File: src/drc_pkg.sv
// Package with timing constants, states and commands for the dynamic RAM access controller
// Function
// - Hold read/write strobe high during a read; device drives stored bit out.
// - Address may change once read data for current address is captured.
// - Every row must be rewritten at least once within each 2 ms.
// - Write by pulling strobe low with enable low and valid data in.
// - Keep address and data steady until strobe returns high after write.
// - Read-modify-write delays write pulse until read data captured and new value ready.
// - Refresh cycle equals write cycle but with chip enable held inactive.
// - Full refresh steps all 32 row addresses with one write pulse each.
// - After standby near 2 ms, restore supply then refresh before trusting data.
// - Refresh interval is measured per row address between its refresh cycles.
package drc_pkg;
    localparam int CLK_PERIOD_NS = 10;
    // Access and write timings of the slower speed grade, so both grades are served
    localparam int READ_ACCESS_NS = 500;
    localparam int ENABLE_TO_VALID_NS = 450;
    localparam int DISABLE_HOLD_NS = 450;
    localparam int ADDR_TO_WRITE_NS = 500;
    localparam int WRITE_PULSE_NS = 400;
    localparam int WRITE_CYCLE_NS = 900;
    localparam int ROW_REFRESH_INTERVAL_US = 2000;
    localparam int STANDBY_LIMIT_US = 2000;
    // Least times round up
    localparam int READ_ACCESS_CYC = (READ_ACCESS_NS + ENABLE_TO_VALID_NS + CLK_PERIOD_NS - 1) / CLK_PERIOD_NS;
    localparam int ADDR_TO_WRITE_CYC = (ADDR_TO_WRITE_NS - WRITE_PULSE_NS + CLK_PERIOD_NS - 1) / CLK_PERIOD_NS;
    localparam int WRITE_PULSE_CYC = (WRITE_PULSE_NS + CLK_PERIOD_NS - 1) / CLK_PERIOD_NS;
    localparam int WRITE_RECOVER_CYC = (WRITE_CYCLE_NS - ADDR_TO_WRITE_NS + CLK_PERIOD_NS - 1) / CLK_PERIOD_NS;
    localparam int DISABLE_HOLD_CYC = (DISABLE_HOLD_NS + CLK_PERIOD_NS - 1) / CLK_PERIOD_NS;
    // Longest time rounds down; a whole sweep must fit well inside it
    localparam int ROW_REFRESH_INTERVAL_CYC = ROW_REFRESH_INTERVAL_US * 1000 / CLK_PERIOD_NS;
    localparam int REFRESH_SWEEP_CYC = ROW_REFRESH_INTERVAL_CYC / 2;
    localparam int STANDBY_LIMIT_CYC = STANDBY_LIMIT_US * 1000 / CLK_PERIOD_NS;
    localparam int ROW_W = 5;
    localparam int COL_W = 5;
    localparam int ADDR_W = ROW_W + COL_W;
    localparam int NUM_ROWS = 32;
    localparam int TIMER_W = 24;
    localparam logic [ROW_W-1:0] ROW_LAST = 5'h1f;
    localparam logic [ROW_W-1:0] ROW_FIRST = 5'h00;

    typedef enum logic [1:0] {
        DRC_CMD_READ = 2'h0,
        DRC_CMD_WRITE = 2'h1,
        DRC_CMD_RMW = 2'h2
    } drc_cmd_t;

    typedef enum logic [7:0] {
        DRC_IDLE = 8'h01,
        DRC_ACCESS = 8'h02,
        DRC_MODIFY = 8'h04,
        DRC_SETUP = 8'h08,
        DRC_PULSE = 8'h10,
        DRC_RECOVER = 8'h20,
        DRC_STANDBY = 8'h40,
        DRC_DISHOLD = 8'h80
    } drc_state_t;
endpackage : drc_pkg

File: src/drc_ctrl.sv
// Host-side controller that drives reads, writes, read-modify-writes and row refresh on the RAM pins
module drc_ctrl
    import drc_pkg::*;
#(
    parameter int REFRESH_SWEEP = REFRESH_SWEEP_CYC,
    parameter int STANDBY_LIMIT = STANDBY_LIMIT_CYC
) (
    // Clock and reset
    input wire logic i_core_clk,
    input wire logic i_resetn,
    // Request port
    input wire logic i_req_valid,
    output logic o_req_ready,
    input wire drc_cmd_t i_req_cmd,
    input wire logic [ADDR_W-1:0] i_req_addr,
    input wire logic i_req_wdata,
    input wire logic i_req_wmask,
    // Answer port
    output logic o_rsp_valid,
    output logic o_rsp_rdata,
    // Standby control
    input wire logic i_standby_req,
    output logic o_standby,
    output logic o_data_trusted,
    // Memory pins
    output logic [ROW_W-1:0] o_row_addr,
    output logic [COL_W-1:0] o_col_addr,
    output logic o_rw,
    output logic o_ce_n,
    output logic o_din,
    input wire logic i_dout
);
    drc_state_t state_r, state_nxt;
    drc_cmd_t cmd_r, cmd_nxt;
    logic [ADDR_W-1:0] addr_r, addr_nxt;
    logic din_r, din_nxt;
    logic mask_r, mask_nxt;
    logic rw_r, rw_nxt;
    logic ce_n_r, ce_n_nxt;
    logic rsp_valid_r, rsp_valid_nxt;
    logic rdata_r, rdata_nxt;
    logic refresh_r, refresh_nxt;
    logic [ROW_W-1:0] ref_row_r, ref_row_nxt;
    logic sweep_due_r, sweep_due_nxt;
    logic trusted_r, trusted_nxt;
    logic stby_long_r, stby_long_nxt;
    logic wait_load;
    logic [TIMER_W-1:0] wait_val;
    logic wait_done;
    logic sweep_load;
    logic sweep_done;
    logic stby_load;
    logic stby_done;

    drc_timer #(.WIDTH(TIMER_W)) u_wait (
        .i_core_clk(i_core_clk),
        .i_resetn(i_resetn),
        .i_load(wait_load),
        .i_value(wait_val),
        .o_done(wait_done)
    );

    // Sweep period; each row is revisited once per sweep, well inside its interval
    drc_timer #(.WIDTH(TIMER_W)) u_sweep (
        .i_core_clk(i_core_clk),
        .i_resetn(i_resetn),
        .i_load(sweep_load),
        .i_value(TIMER_W'(REFRESH_SWEEP)),
        .o_done(sweep_done)
    );

    drc_timer #(.WIDTH(TIMER_W)) u_stby (
        .i_core_clk(i_core_clk),
        .i_resetn(i_resetn),
        .i_load(stby_load),
        .i_value(TIMER_W'(STANDBY_LIMIT)),
        .o_done(stby_done)
    );

    assign o_req_ready = (state_r == DRC_IDLE) && !sweep_due_r && !i_standby_req && trusted_r;
    assign sweep_load = sweep_done;

    always_comb begin
        state_nxt = state_r;
        cmd_nxt = cmd_r;
        addr_nxt = addr_r;
        din_nxt = din_r;
        mask_nxt = mask_r;
        rw_nxt = rw_r;
        ce_n_nxt = ce_n_r;
        rsp_valid_nxt = 1'b0;
        rdata_nxt = rdata_r;
        refresh_nxt = refresh_r;
        ref_row_nxt = ref_row_r;
        sweep_due_nxt = sweep_due_r || sweep_done;
        trusted_nxt = trusted_r;
        stby_long_nxt = stby_long_r;
        wait_load = 1'b0;
        wait_val = '0;
        stby_load = 1'b0;
        case (state_r)
            DRC_IDLE: begin
                if (sweep_due_r) begin
                    // Dedicated refresh: write-like cycle with enable high
                    refresh_nxt = 1'b1;
                    ce_n_nxt = 1'b1;
                    addr_nxt = {ref_row_r, COL_W'(0)};
                    wait_load = 1'b1;
                    wait_val = TIMER_W'(ADDR_TO_WRITE_CYC);
                    state_nxt = DRC_SETUP;
                end else if (i_standby_req) begin
                    ce_n_nxt = 1'b1;
                    stby_load = 1'b1;
                    stby_long_nxt = 1'b0;
                    state_nxt = DRC_STANDBY;
                end else if (i_req_valid && trusted_r) begin
                    cmd_nxt = i_req_cmd;
                    addr_nxt = i_req_addr;
                    din_nxt = i_req_wdata;
                    mask_nxt = i_req_wmask;
                    refresh_nxt = 1'b0;
                    ce_n_nxt = 1'b0;
                    rw_nxt = 1'b1;
                    wait_load = 1'b1;
                    if (i_req_cmd == DRC_CMD_WRITE) begin
                        wait_val = TIMER_W'(ADDR_TO_WRITE_CYC);
                        state_nxt = DRC_SETUP;
                    end else begin
                        wait_val = TIMER_W'(READ_ACCESS_CYC);
                        state_nxt = DRC_ACCESS;
                    end
                end
            end
            DRC_ACCESS: begin
                if (wait_done) begin
                    rdata_nxt = i_dout;
                    if (cmd_r == DRC_CMD_RMW) begin
                        state_nxt = DRC_MODIFY;
                    end else begin
                        rsp_valid_nxt = 1'b1;
                        ce_n_nxt = 1'b1;
                        wait_load = 1'b1;
                        wait_val = TIMER_W'(DISABLE_HOLD_CYC);
                        state_nxt = DRC_DISHOLD;
                    end
                end
            end
            DRC_MODIFY: begin
                // Modified value: flip the bit where the mask is set, pulse only after capture
                din_nxt = rdata_r ^ mask_r;
                rsp_valid_nxt = 1'b1;
                wait_load = 1'b1;
                wait_val = TIMER_W'(ADDR_TO_WRITE_CYC);
                state_nxt = DRC_SETUP;
            end
            DRC_SETUP: begin
                if (wait_done) begin
                    rw_nxt = 1'b0;
                    wait_load = 1'b1;
                    wait_val = TIMER_W'(WRITE_PULSE_CYC);
                    state_nxt = DRC_PULSE;
                end
            end
            DRC_PULSE: begin
                if (wait_done) begin
                    rw_nxt = 1'b1;
                    wait_load = 1'b1;
                    wait_val = TIMER_W'(WRITE_RECOVER_CYC);
                    state_nxt = DRC_RECOVER;
                end
            end
            DRC_RECOVER: begin
                // Address and data stay put until the cycle time is met
                if (wait_done) begin
                    if (refresh_r) begin
                        ref_row_nxt = ref_row_r + ROW_W'(1);
                        if (ref_row_r == ROW_LAST) begin
                            sweep_due_nxt = sweep_done;
                            refresh_nxt = 1'b0;
                            trusted_nxt = 1'b1;
                            state_nxt = DRC_IDLE;
                        end else begin
                            addr_nxt = {ref_row_nxt, COL_W'(0)};
                            wait_load = 1'b1;
                            wait_val = TIMER_W'(ADDR_TO_WRITE_CYC);
                            state_nxt = DRC_SETUP;
                        end
                    end else begin
                        ce_n_nxt = 1'b1;
                        wait_load = 1'b1;
                        wait_val = TIMER_W'(DISABLE_HOLD_CYC);
                        state_nxt = DRC_DISHOLD;
                    end
                end
            end
            DRC_STANDBY: begin
                if (stby_done) begin
                    stby_long_nxt = 1'b1;
                end
                if (!i_standby_req) begin
                    // A long standby loses retention: force a full sweep first
                    if (stby_long_r || stby_done) begin
                        trusted_nxt = 1'b0;
                        sweep_due_nxt = 1'b1;
                        ref_row_nxt = ROW_FIRST;
                    end
                    state_nxt = DRC_IDLE;
                end
            end
            DRC_DISHOLD: begin
                if (wait_done) begin
                    state_nxt = DRC_IDLE;
                end
            end
            default: begin
                state_nxt = DRC_IDLE;
            end
        endcase
    end

    always_ff @(posedge i_core_clk or negedge i_resetn) begin
        if (!i_resetn) begin
            state_r <= DRC_IDLE;
            cmd_r <= DRC_CMD_READ;
            addr_r <= '0;
            din_r <= 1'b0;
            mask_r <= 1'b0;
            rw_r <= 1'b1;
            ce_n_r <= 1'b1;
            rsp_valid_r <= 1'b0;
            rdata_r <= 1'b0;
            refresh_r <= 1'b0;
            ref_row_r <= ROW_FIRST;
            sweep_due_r <= 1'b1;
            trusted_r <= 1'b0;
            stby_long_r <= 1'b0;
        end else begin
            state_r <= state_nxt;
            cmd_r <= cmd_nxt;
            addr_r <= addr_nxt;
            din_r <= din_nxt;
            mask_r <= mask_nxt;
            rw_r <= rw_nxt;
            ce_n_r <= ce_n_nxt;
            rsp_valid_r <= rsp_valid_nxt;
            rdata_r <= rdata_nxt;
            refresh_r <= refresh_nxt;
            ref_row_r <= ref_row_nxt;
            sweep_due_r <= sweep_due_nxt;
            trusted_r <= trusted_nxt;
            stby_long_r <= stby_long_nxt;
        end
    end

    assign o_row_addr = addr_r[ADDR_W-1:COL_W];
    assign o_col_addr = addr_r[COL_W-1:0];
    assign o_rw = rw_r;
    assign o_ce_n = ce_n_r;
    assign o_din = din_r;
    assign o_rsp_valid = rsp_valid_r;
    assign o_rsp_rdata = rdata_r;
    assign o_standby = (state_r == DRC_STANDBY);
    assign o_data_trusted = trusted_r;
endmodule : drc_ctrl

File: src/drc_timer.sv
// Down counter used for cycle waits and the refresh and standby deadlines
module drc_timer
    import drc_pkg::*;
#(
    parameter int WIDTH = TIMER_W
) (
    // Clock and reset
    input wire logic i_core_clk,
    input wire logic i_resetn,
    // Control
    input wire logic i_load,
    input wire logic [WIDTH-1:0] i_value,
    // Status
    output logic o_done
);
    logic [WIDTH-1:0] cnt_r;
    logic [WIDTH-1:0] cnt_nxt;

    always_comb begin
        cnt_nxt = cnt_r;
        if (i_load) begin
            cnt_nxt = i_value;
        end else if (cnt_r != '0) begin
            cnt_nxt = cnt_r - WIDTH'(1);
        end
    end

    always_ff @(posedge i_core_clk or negedge i_resetn) begin
        if (!i_resetn) begin
            cnt_r <= '0;
        end else begin
            cnt_r <= cnt_nxt;
        end
    end

    // Done looks at the count alone: callers feed done back into load, so gating it with load would loop
    assign o_done = (cnt_r == '0);
endmodule : drc_timer

File: config.mk
export PLATFORM = sky130hd
export DESIGN_NAME = drc_ctrl
export DESIGN_NICKNAME = d
export VERILOG_FILES = /design/src/drc_pkg.sv /design/src/drc_ctrl.sv /design/src/drc_timer.sv
export SDC_FILE = /design/constraint.sdc
export NUM_CORES = 1
export LEC_CHECK = 0
export BUFFER_PORTS_ARGS = -buffer_cell sky130_fd_sc_hd__buf_4
export CAP_MARGIN = 40
export CORE_ASPECT_RATIO = 1.25
export CORE_MARGIN = 3
export CORE_UTILIZATION = 66
export DETAILED_ROUTE_END_ITERATION = 8
export GPL_TIMING_DRIVEN = 0
export PLACE_DENSITY = 0.86
export SYNTH_ARGS = -nofsm -noshare
export SYNTH_HDL_FRONTEND = slang
export SYNTH_SLANG_ARGS = --single-unit
File: constraint.sdc
create_clock -name i_core_clk -period 7.05 [get_ports i_core_clk]
set_input_delay 0.3525 -clock i_core_clk [delete_from_list [all_inputs] [get_ports i_core_clk]]
set_output_delay 0.3525 -clock i_core_clk [all_outputs]
set_load 0.01 [all_outputs]
Word level (Yosys, flattened, before mapping)
Index checks and enable logic that the tools add are counted.
{"block": "op_classes", "n_mux": 96, "n_addsub": 4, "multipliers": 0, "n_eq_ne": 31, "reduce_logical": 35, "div": 0, "shifts": 0, "bitwise": 3, "n_lt_le_gt_ge": 0}
{"op": "24-bit 2-to-1 mux", "count": 8}
{"op": "24-bit case mux with 5 select lines", "count": 1}
{"op": "8-bit 2-to-1 mux", "count": 11}
{"op": "24-bit zero test", "count": 3}
{"op": "24-bit nonzero test", "count": 3}
{"op": "24-bit by 1-bit subtractor with 24-bit output (second input constant)", "count": 3}
{"op": "8-bit case mux with 8 select lines", "count": 1}
{"op": "10-bit 2-to-1 mux", "count": 6}
{"op": "1-bit 2-to-1 mux", "count": 44}
{"op": "7-bit 2-to-1 mux", "count": 4}
{"op": "6-bit AND reduction", "count": 4}
{"op": "5-bit 2-to-1 mux", "count": 4}
{"op": "10-bit case mux with 2 select lines", "count": 1}
{"op": "6-bit 2-to-1 mux", "count": 3}
{"op": "2-bit inequality test (second input constant)", "count": 9}
{"op": "2-bit by 1-bit inequality test with 1-bit output (second input constant)", "count": 8}
{"op": "4-bit AND reduction", "count": 4}
{"op": "2-bit nonzero test", "count": 7}
{"op": "4-bit 2-to-1 mux", "count": 3}
{"op": "1-bit case mux with 2 select lines", "count": 6}
{"op": "5-bit case mux with 2 select lines", "count": 1}
{"op": "8-bit by 1-bit == test with 1-bit output (second input constant)", "count": 1}
{"op": "8-bit by 2-bit == test with 1-bit output (second input constant)", "count": 1}
{"op": "8-bit by 3-bit == test with 1-bit output (second input constant)", "count": 1}
{"op": "other kinds (24)", "count": 32}
{"block": "totals", "regBits": 107, "in_bits": 19, "latchBits": 0, "mem_count": 0, "romBits": 0, "mem_bits_rw": 0}

Depth between registers and ports, before layout
{"block": "depth", "word_depth": 7, "ltp_mapped": 9, "ltp_nobuf": 8}

Hierarchy
A second synthesis with hierarchy kept.
{"block": "unflattened", "cells_unflattened": 712, "area_unflattened_um2": 6637.6}
{"mod": "drc_timer (u_stby ...)", "area_each_um2": 1506.4, "cells_per_inst": 164, "instances": 2}
{"mod": "drc_ctrl", "area_each_um2": 2147.1, "cells_per_inst": 233, "instances": 1}
{"mod": "drc_timer (u_wait)", "area_each_um2": 1477.7, "cells_per_inst": 151, "instances": 1}

Worst setup path after synthesis
No wires, ideal clock.
{"block": "synth_timing", "kind": "flip-flop to flip-flop", "start": "register state_r[3]", "end": "register addr_r[8]", "t_arrival_ps": 2414, "setup_time_ps": 125, "n_path_buf": 1, "slack_ps": 4511, "stages_incl_launch_ff": 7, "required_time_ps": 6925, "path_cell_list": "dfrtp_1 -> clkbuf_1 -> nor4_1 -> and3_1 -> mux2_2 -> a221o_1 -> mux2_2"}
{"block": "synth_via", "elab_chain_len": 3}
{"element": "start, declared", "line_no": "drc_ctrl.sv:33", "source": "drc_state_t state_r, state_nxt;"}
{"element": "start signal, assigned", "line_no": "drc_ctrl.sv:238", "source": "state_r <= state_nxt;"}
{"element": "8-bit by 1-bit == test with 1-bit output or 8-bit by 6-bit == test with 1-bit output (tied branches)", "line_no": "drc_ctrl.sv:101", "source": "case (state_r)"}
{"element": "3-bit by 2-bit inequality test with 1-bit output (no line) (tied with other cells)"}
{"element": "6-bit AND reduction (no line)"}
{"element": "end signal, assigned", "line_no": "drc_ctrl.sv:240", "source": "addr_r <= addr_nxt;"}
{"element": "end, declared", "line_no": "drc_ctrl.sv:35", "source": "logic [ADDR_W-1:0] addr_r, addr_nxt;"}
Parallel ways exist; a longest one is shown, timed or not.
A chain may end at the register's enable or synchronous reset.

Worst setup path in the final report
{"block": "layout_timing", "start": "register u_wait.cnt_r[0]", "end": "register u_wait.cnt_r[3]"}
{"block": "layout_via", "elab_chain_len": 4}
{"element": "start, declared", "line_no": "drc_timer.sv:16", "source": "logic [WIDTH-1:0] cnt_r;"}
{"element": "start signal, assigned", "line_no": "drc_timer.sv:32", "source": "cnt_r <= cnt_nxt;"}
{"element": "parallel branches: the longest is 4 deep, another holds 24-bit by 1-bit subtractor with 24-bit output"}
Several ways; the timed one is not identified. The select of a mux whose other input is x is not followed.

==> metrics <==
worst-margin pin slew roughly 0.73 ns; chip height roughly 110 um; Skew-Pair Late Insertion Delay around 0.37 ns; vias in the first global route ~4700; CP Max Fanout 10; Leak roughly 2.7 nW; Hold Buf Count CTS 0; CP delay by family, top simple AND/OR/NAND/NOR gates; Die W 89.44 um; Initial Util 68.92%; CP peak stage delay between 0.5 and 0.6 ns; maximum clock path buffer count 2; residual DRC count 0; DRT antenna net count 0; crit path capture u_wait.cnt_r[3]; final core utilization between 70 and 80%; Synth cell types a little over 60; WHS -0.01629 ns; EDFF count, synth 0; worst path bufs/invs 2; R2R depth 8; Tcrit/Tclk final between 40 and 50%; Fillers ~600; slew margin rel. 51.14%; Tot GR Track Use between 20% and 30%; Setup Skew 0.01015 ns; P&R area growth vs syn 10.61%; Seq pwr share a little over 60%; Cells after DPL 732; failing checks hold timing; Gate power share 2.3%; CTS tree yes; Post-Syn Nets approximately 620; first-pass GRT wire length around 21000 um; dpl hpwl just over 9000 um; die area approximately 0.01 mm2; Int Pwr approximately 0.76 mW; Syn. warnings 0; critical path type reg2reg; worst r2r src u_wait.cnt_r[0]; number of port buffers 36; Num CTS Buffers 9; worst endpoint required time between 7 and 8 ns; fin. max-slew vios 0; ys flop type dfrtp_1; Starting DRT DRC Count between 200 and 300; Post-Syn Area between 0.005 and 0.006 mm2; FF-to-FF End u_wait.cnt_r[3]; RSZ-0062 raised after global routing false; antenna violations before repair 0; clock sink count 107; CP Capture Type flip-flop; share of cells above drive strength 1 12.90%; post-route insts no fill approximately 750; core box area about 0.0083 mm2; Final Hold Viols 7; max-cap viol count 0; Syn Inst Count 597; Clock Tree Root clkbuf_8; worst-path cell chain inv_1 > ha_1 > nor4b_1 > nand3_1 > nor3_1 > clkbuf_1 > nor4b_1 > or3_1; PD cells about 160 mW/mm2; total grt overflow 0; final net count between 600 and 700; sw power approximately 0.23 mW; pin count of the biggest net entering global routing between 50 and 60; average routed wire per standard cell between 15 and 20 um; Critical Path AT around 3.2 ns; minimum clock period 2.933 ns; VDD IR-drop max approximately 0.15 mV; WL final 12810 um; Seq/Total Area, Yosys 46.71%; Synth Area per Inst 9.620 um2; crit path from u_wait.cnt_r[0]; Hold Path Class in2async; Clock H-tree levels 3; Via Count ~4700; FP Rows 37; reg-to-reg slack, setup roughly 4 ns; FF+latch count, synth between 100 and 150; ant diodes 0; final RePlAce weighted congestion 0.9276; Clock transition at path regs around 0.1 ns; Clock power frac 35.6%; Post-CTS Setup Inserts 0; fmax ~0.34 GHz; Critical-path top delay cell nor3_1; IO Pins 37; Design Power slightly below 1 mW; # resized after CTS 0; final setup vio count 0; status finished with violations; type of origin of the critical path flip-flop; drt via density between 6 and 7; first drt pass iteration count 6; CP most frequent cell nor4b_1; CP Depth 8; Synth async-reset ratio 100.0%; Net Sw Frac 22.96%; setup_tns 0 ns
## registers in the layout (all words and copies together) (netlist names)
| name | count |
|---|---|
| cmd_r | 2 |
| mask_r | 1 |
| u_sweep.cnt_r | 24 |
| o_rsp_rdata | 1 |
| stby_long_r | 1 |
| u_wait.cnt_r | 24 |
| o_rsp_valid | 1 |
| state_r | 8 |
| o_din | 1 |
| addr_r | 10 |
| refresh_r | 1 |
| o_rw | 1 |
| ref_row_r | 5 |
| o_ce_n | 1 |
| u_stby.cnt_r | 24 |
| sweep_due_r | 1 |
| o_data_trusted | 1 |
## per-stage QoR
step,hold WS (ns),setup WS [ns],area (um2)
4_1_cts,0.01300,4.173,6352
6_report,-0.01629,4.117,6352
5_1_grt,0.03257,3.802,6352
2_1_floorplan,0.05691,4.511,5743
3_3_place_gp,0.4616,4.107,6135
3_5_place_dp,0.4211,4.177,6172
## worst register-to-register path, delay by kind of cell, from the launching register on
| kind | cells | cell delay (ns) |
|---|---|---|
| flip-flops | 1 | 0.43 |
| adder cells (fa/ha/maj) | 1 | 0.17 |
| AND/OR/NAND/NOR | 5 | 1.68 |
| buffers and inverters | 2 | 0.54 |
## metal layers
metal	up-vias	share of wire, %	routed length (um)	global-route usage (%)
met3	26	2.9	376	3.792
met1	2338	42	5416	33.78
met5	-	0	0	0
li1	2267	-	-	-
met4	0	2.8	353	11.70
met2	101	52	6667	47.68
## kinds of logic after synthesis
kind of cell | after synthesis | share of synthesized area [%]
simple gates | 261 | 24.29
flops | 107 | 46.71
compound gates | 106 | 12.16
xor+xnor | 51 | 7.778
buf+inv | 39 | 2.723
mux | 25 | 4.597
fa+ha+maj | 8 | 1.743
## power by group through the flow
stage	registers [mW]	clock network [mW]	logic, mW
after global routing	0.614	0.381	0.0254
after CTS	0.613	0.357	0.0235
final	0.613	0.352	0.0226
after global placement	0.625	0	0.0210
after detailed placement	0.625	0	0.0234
after floorplan	0.626	0	0.000636
## how the worst min path moves through the flow
stage,end,slack (ns),cells after the start
2_1_floorplan,addr_r[0],0.06,0
3_5_place_dp,mask_r,0.42,1
6_report,mask_r,-0.02,1
4_1_cts,mask_r,0.01,1
5_1_grt,mask_r,0.03,1
3_3_place_gp,u_sweep.cnt_r[0],0.46,1
## area by class of cell
class / count / area, um2 / share of cell area (%)
Buffer: 20 / 85.08 / 1.339
Clock buffer: 11 / 141.4 / 2.226
Clock inverter: 5 / 38.79 / 0.6106
Inverter: 19 / 71.32 / 1.123
Multi-Input combinational cell: 451 / 2904 / 45.72
Sequential cell: 107 / 2683 / 42.23
Tap cell: 97 / 121.4 / 1.911
Timing Repair Buffer: 38 / 307.8 / 4.845
## placed cells by master, fill, tap and decap left out, drive strengths merged, types with 3 or more instances in the layout
| cell type | instances |
|---|---|
| dfrtp | 103 |
| nor2 | 71 |
| buf | 41 |
| nand2 | 37 |
| xnor2 | 30 |
| o21ai | 29 |
| clkbuf | 27 |
| nor3 | 24 |
| nand3 | 23 |
| a21oi | 23 |
| xor2 | 21 |
| or3 | 20 |
| inv | 19 |
| nand4 | 16 |
| mux2i | 14 |
| o211ai | 12 |
| nor4 | 12 |
| mux2 | 11 |
| or4 | 11 |
| o31ai | 8 |
| and3 | 8 |
| ha | 8 |
| nand2b | 7 |
| a211oi | 7 |
| nor4b | 6 |
| nor2b | 4 |
| nand4b | 4 |
| o21a | 4 |
| a2111oi | 4 |
| dfstp | 4 |
| clkinv | 4 |
| nor3b | 3 |
| or2 | 3 |
| and2 | 3 |
| or4b | 3 |
## cells in the mapped netlist, types with 10 or more instances
cell type,number,area [um2]
nand3_1,23,115.1
o21ai_0,28,140.1
inv_1,19,71.32
o211ai_1,12,90.09
or4_1,10,75.07
nand4_1,16,100.1
mux2i_1,14,140.1
nor2_1,70,262.8
nand2_1,37,138.9
nor4_1,11,68.82
a21oi_1,23,115.1
or3_1,20,125.1
xor2_1,21,183.9
xnor2_1,30,262.8
mux2_2,11,123.9
dfrtp_1,103,2577
nor3_1,23,115.1
clkbuf_1,16,60.06
(Power assumes the default switching activity.)
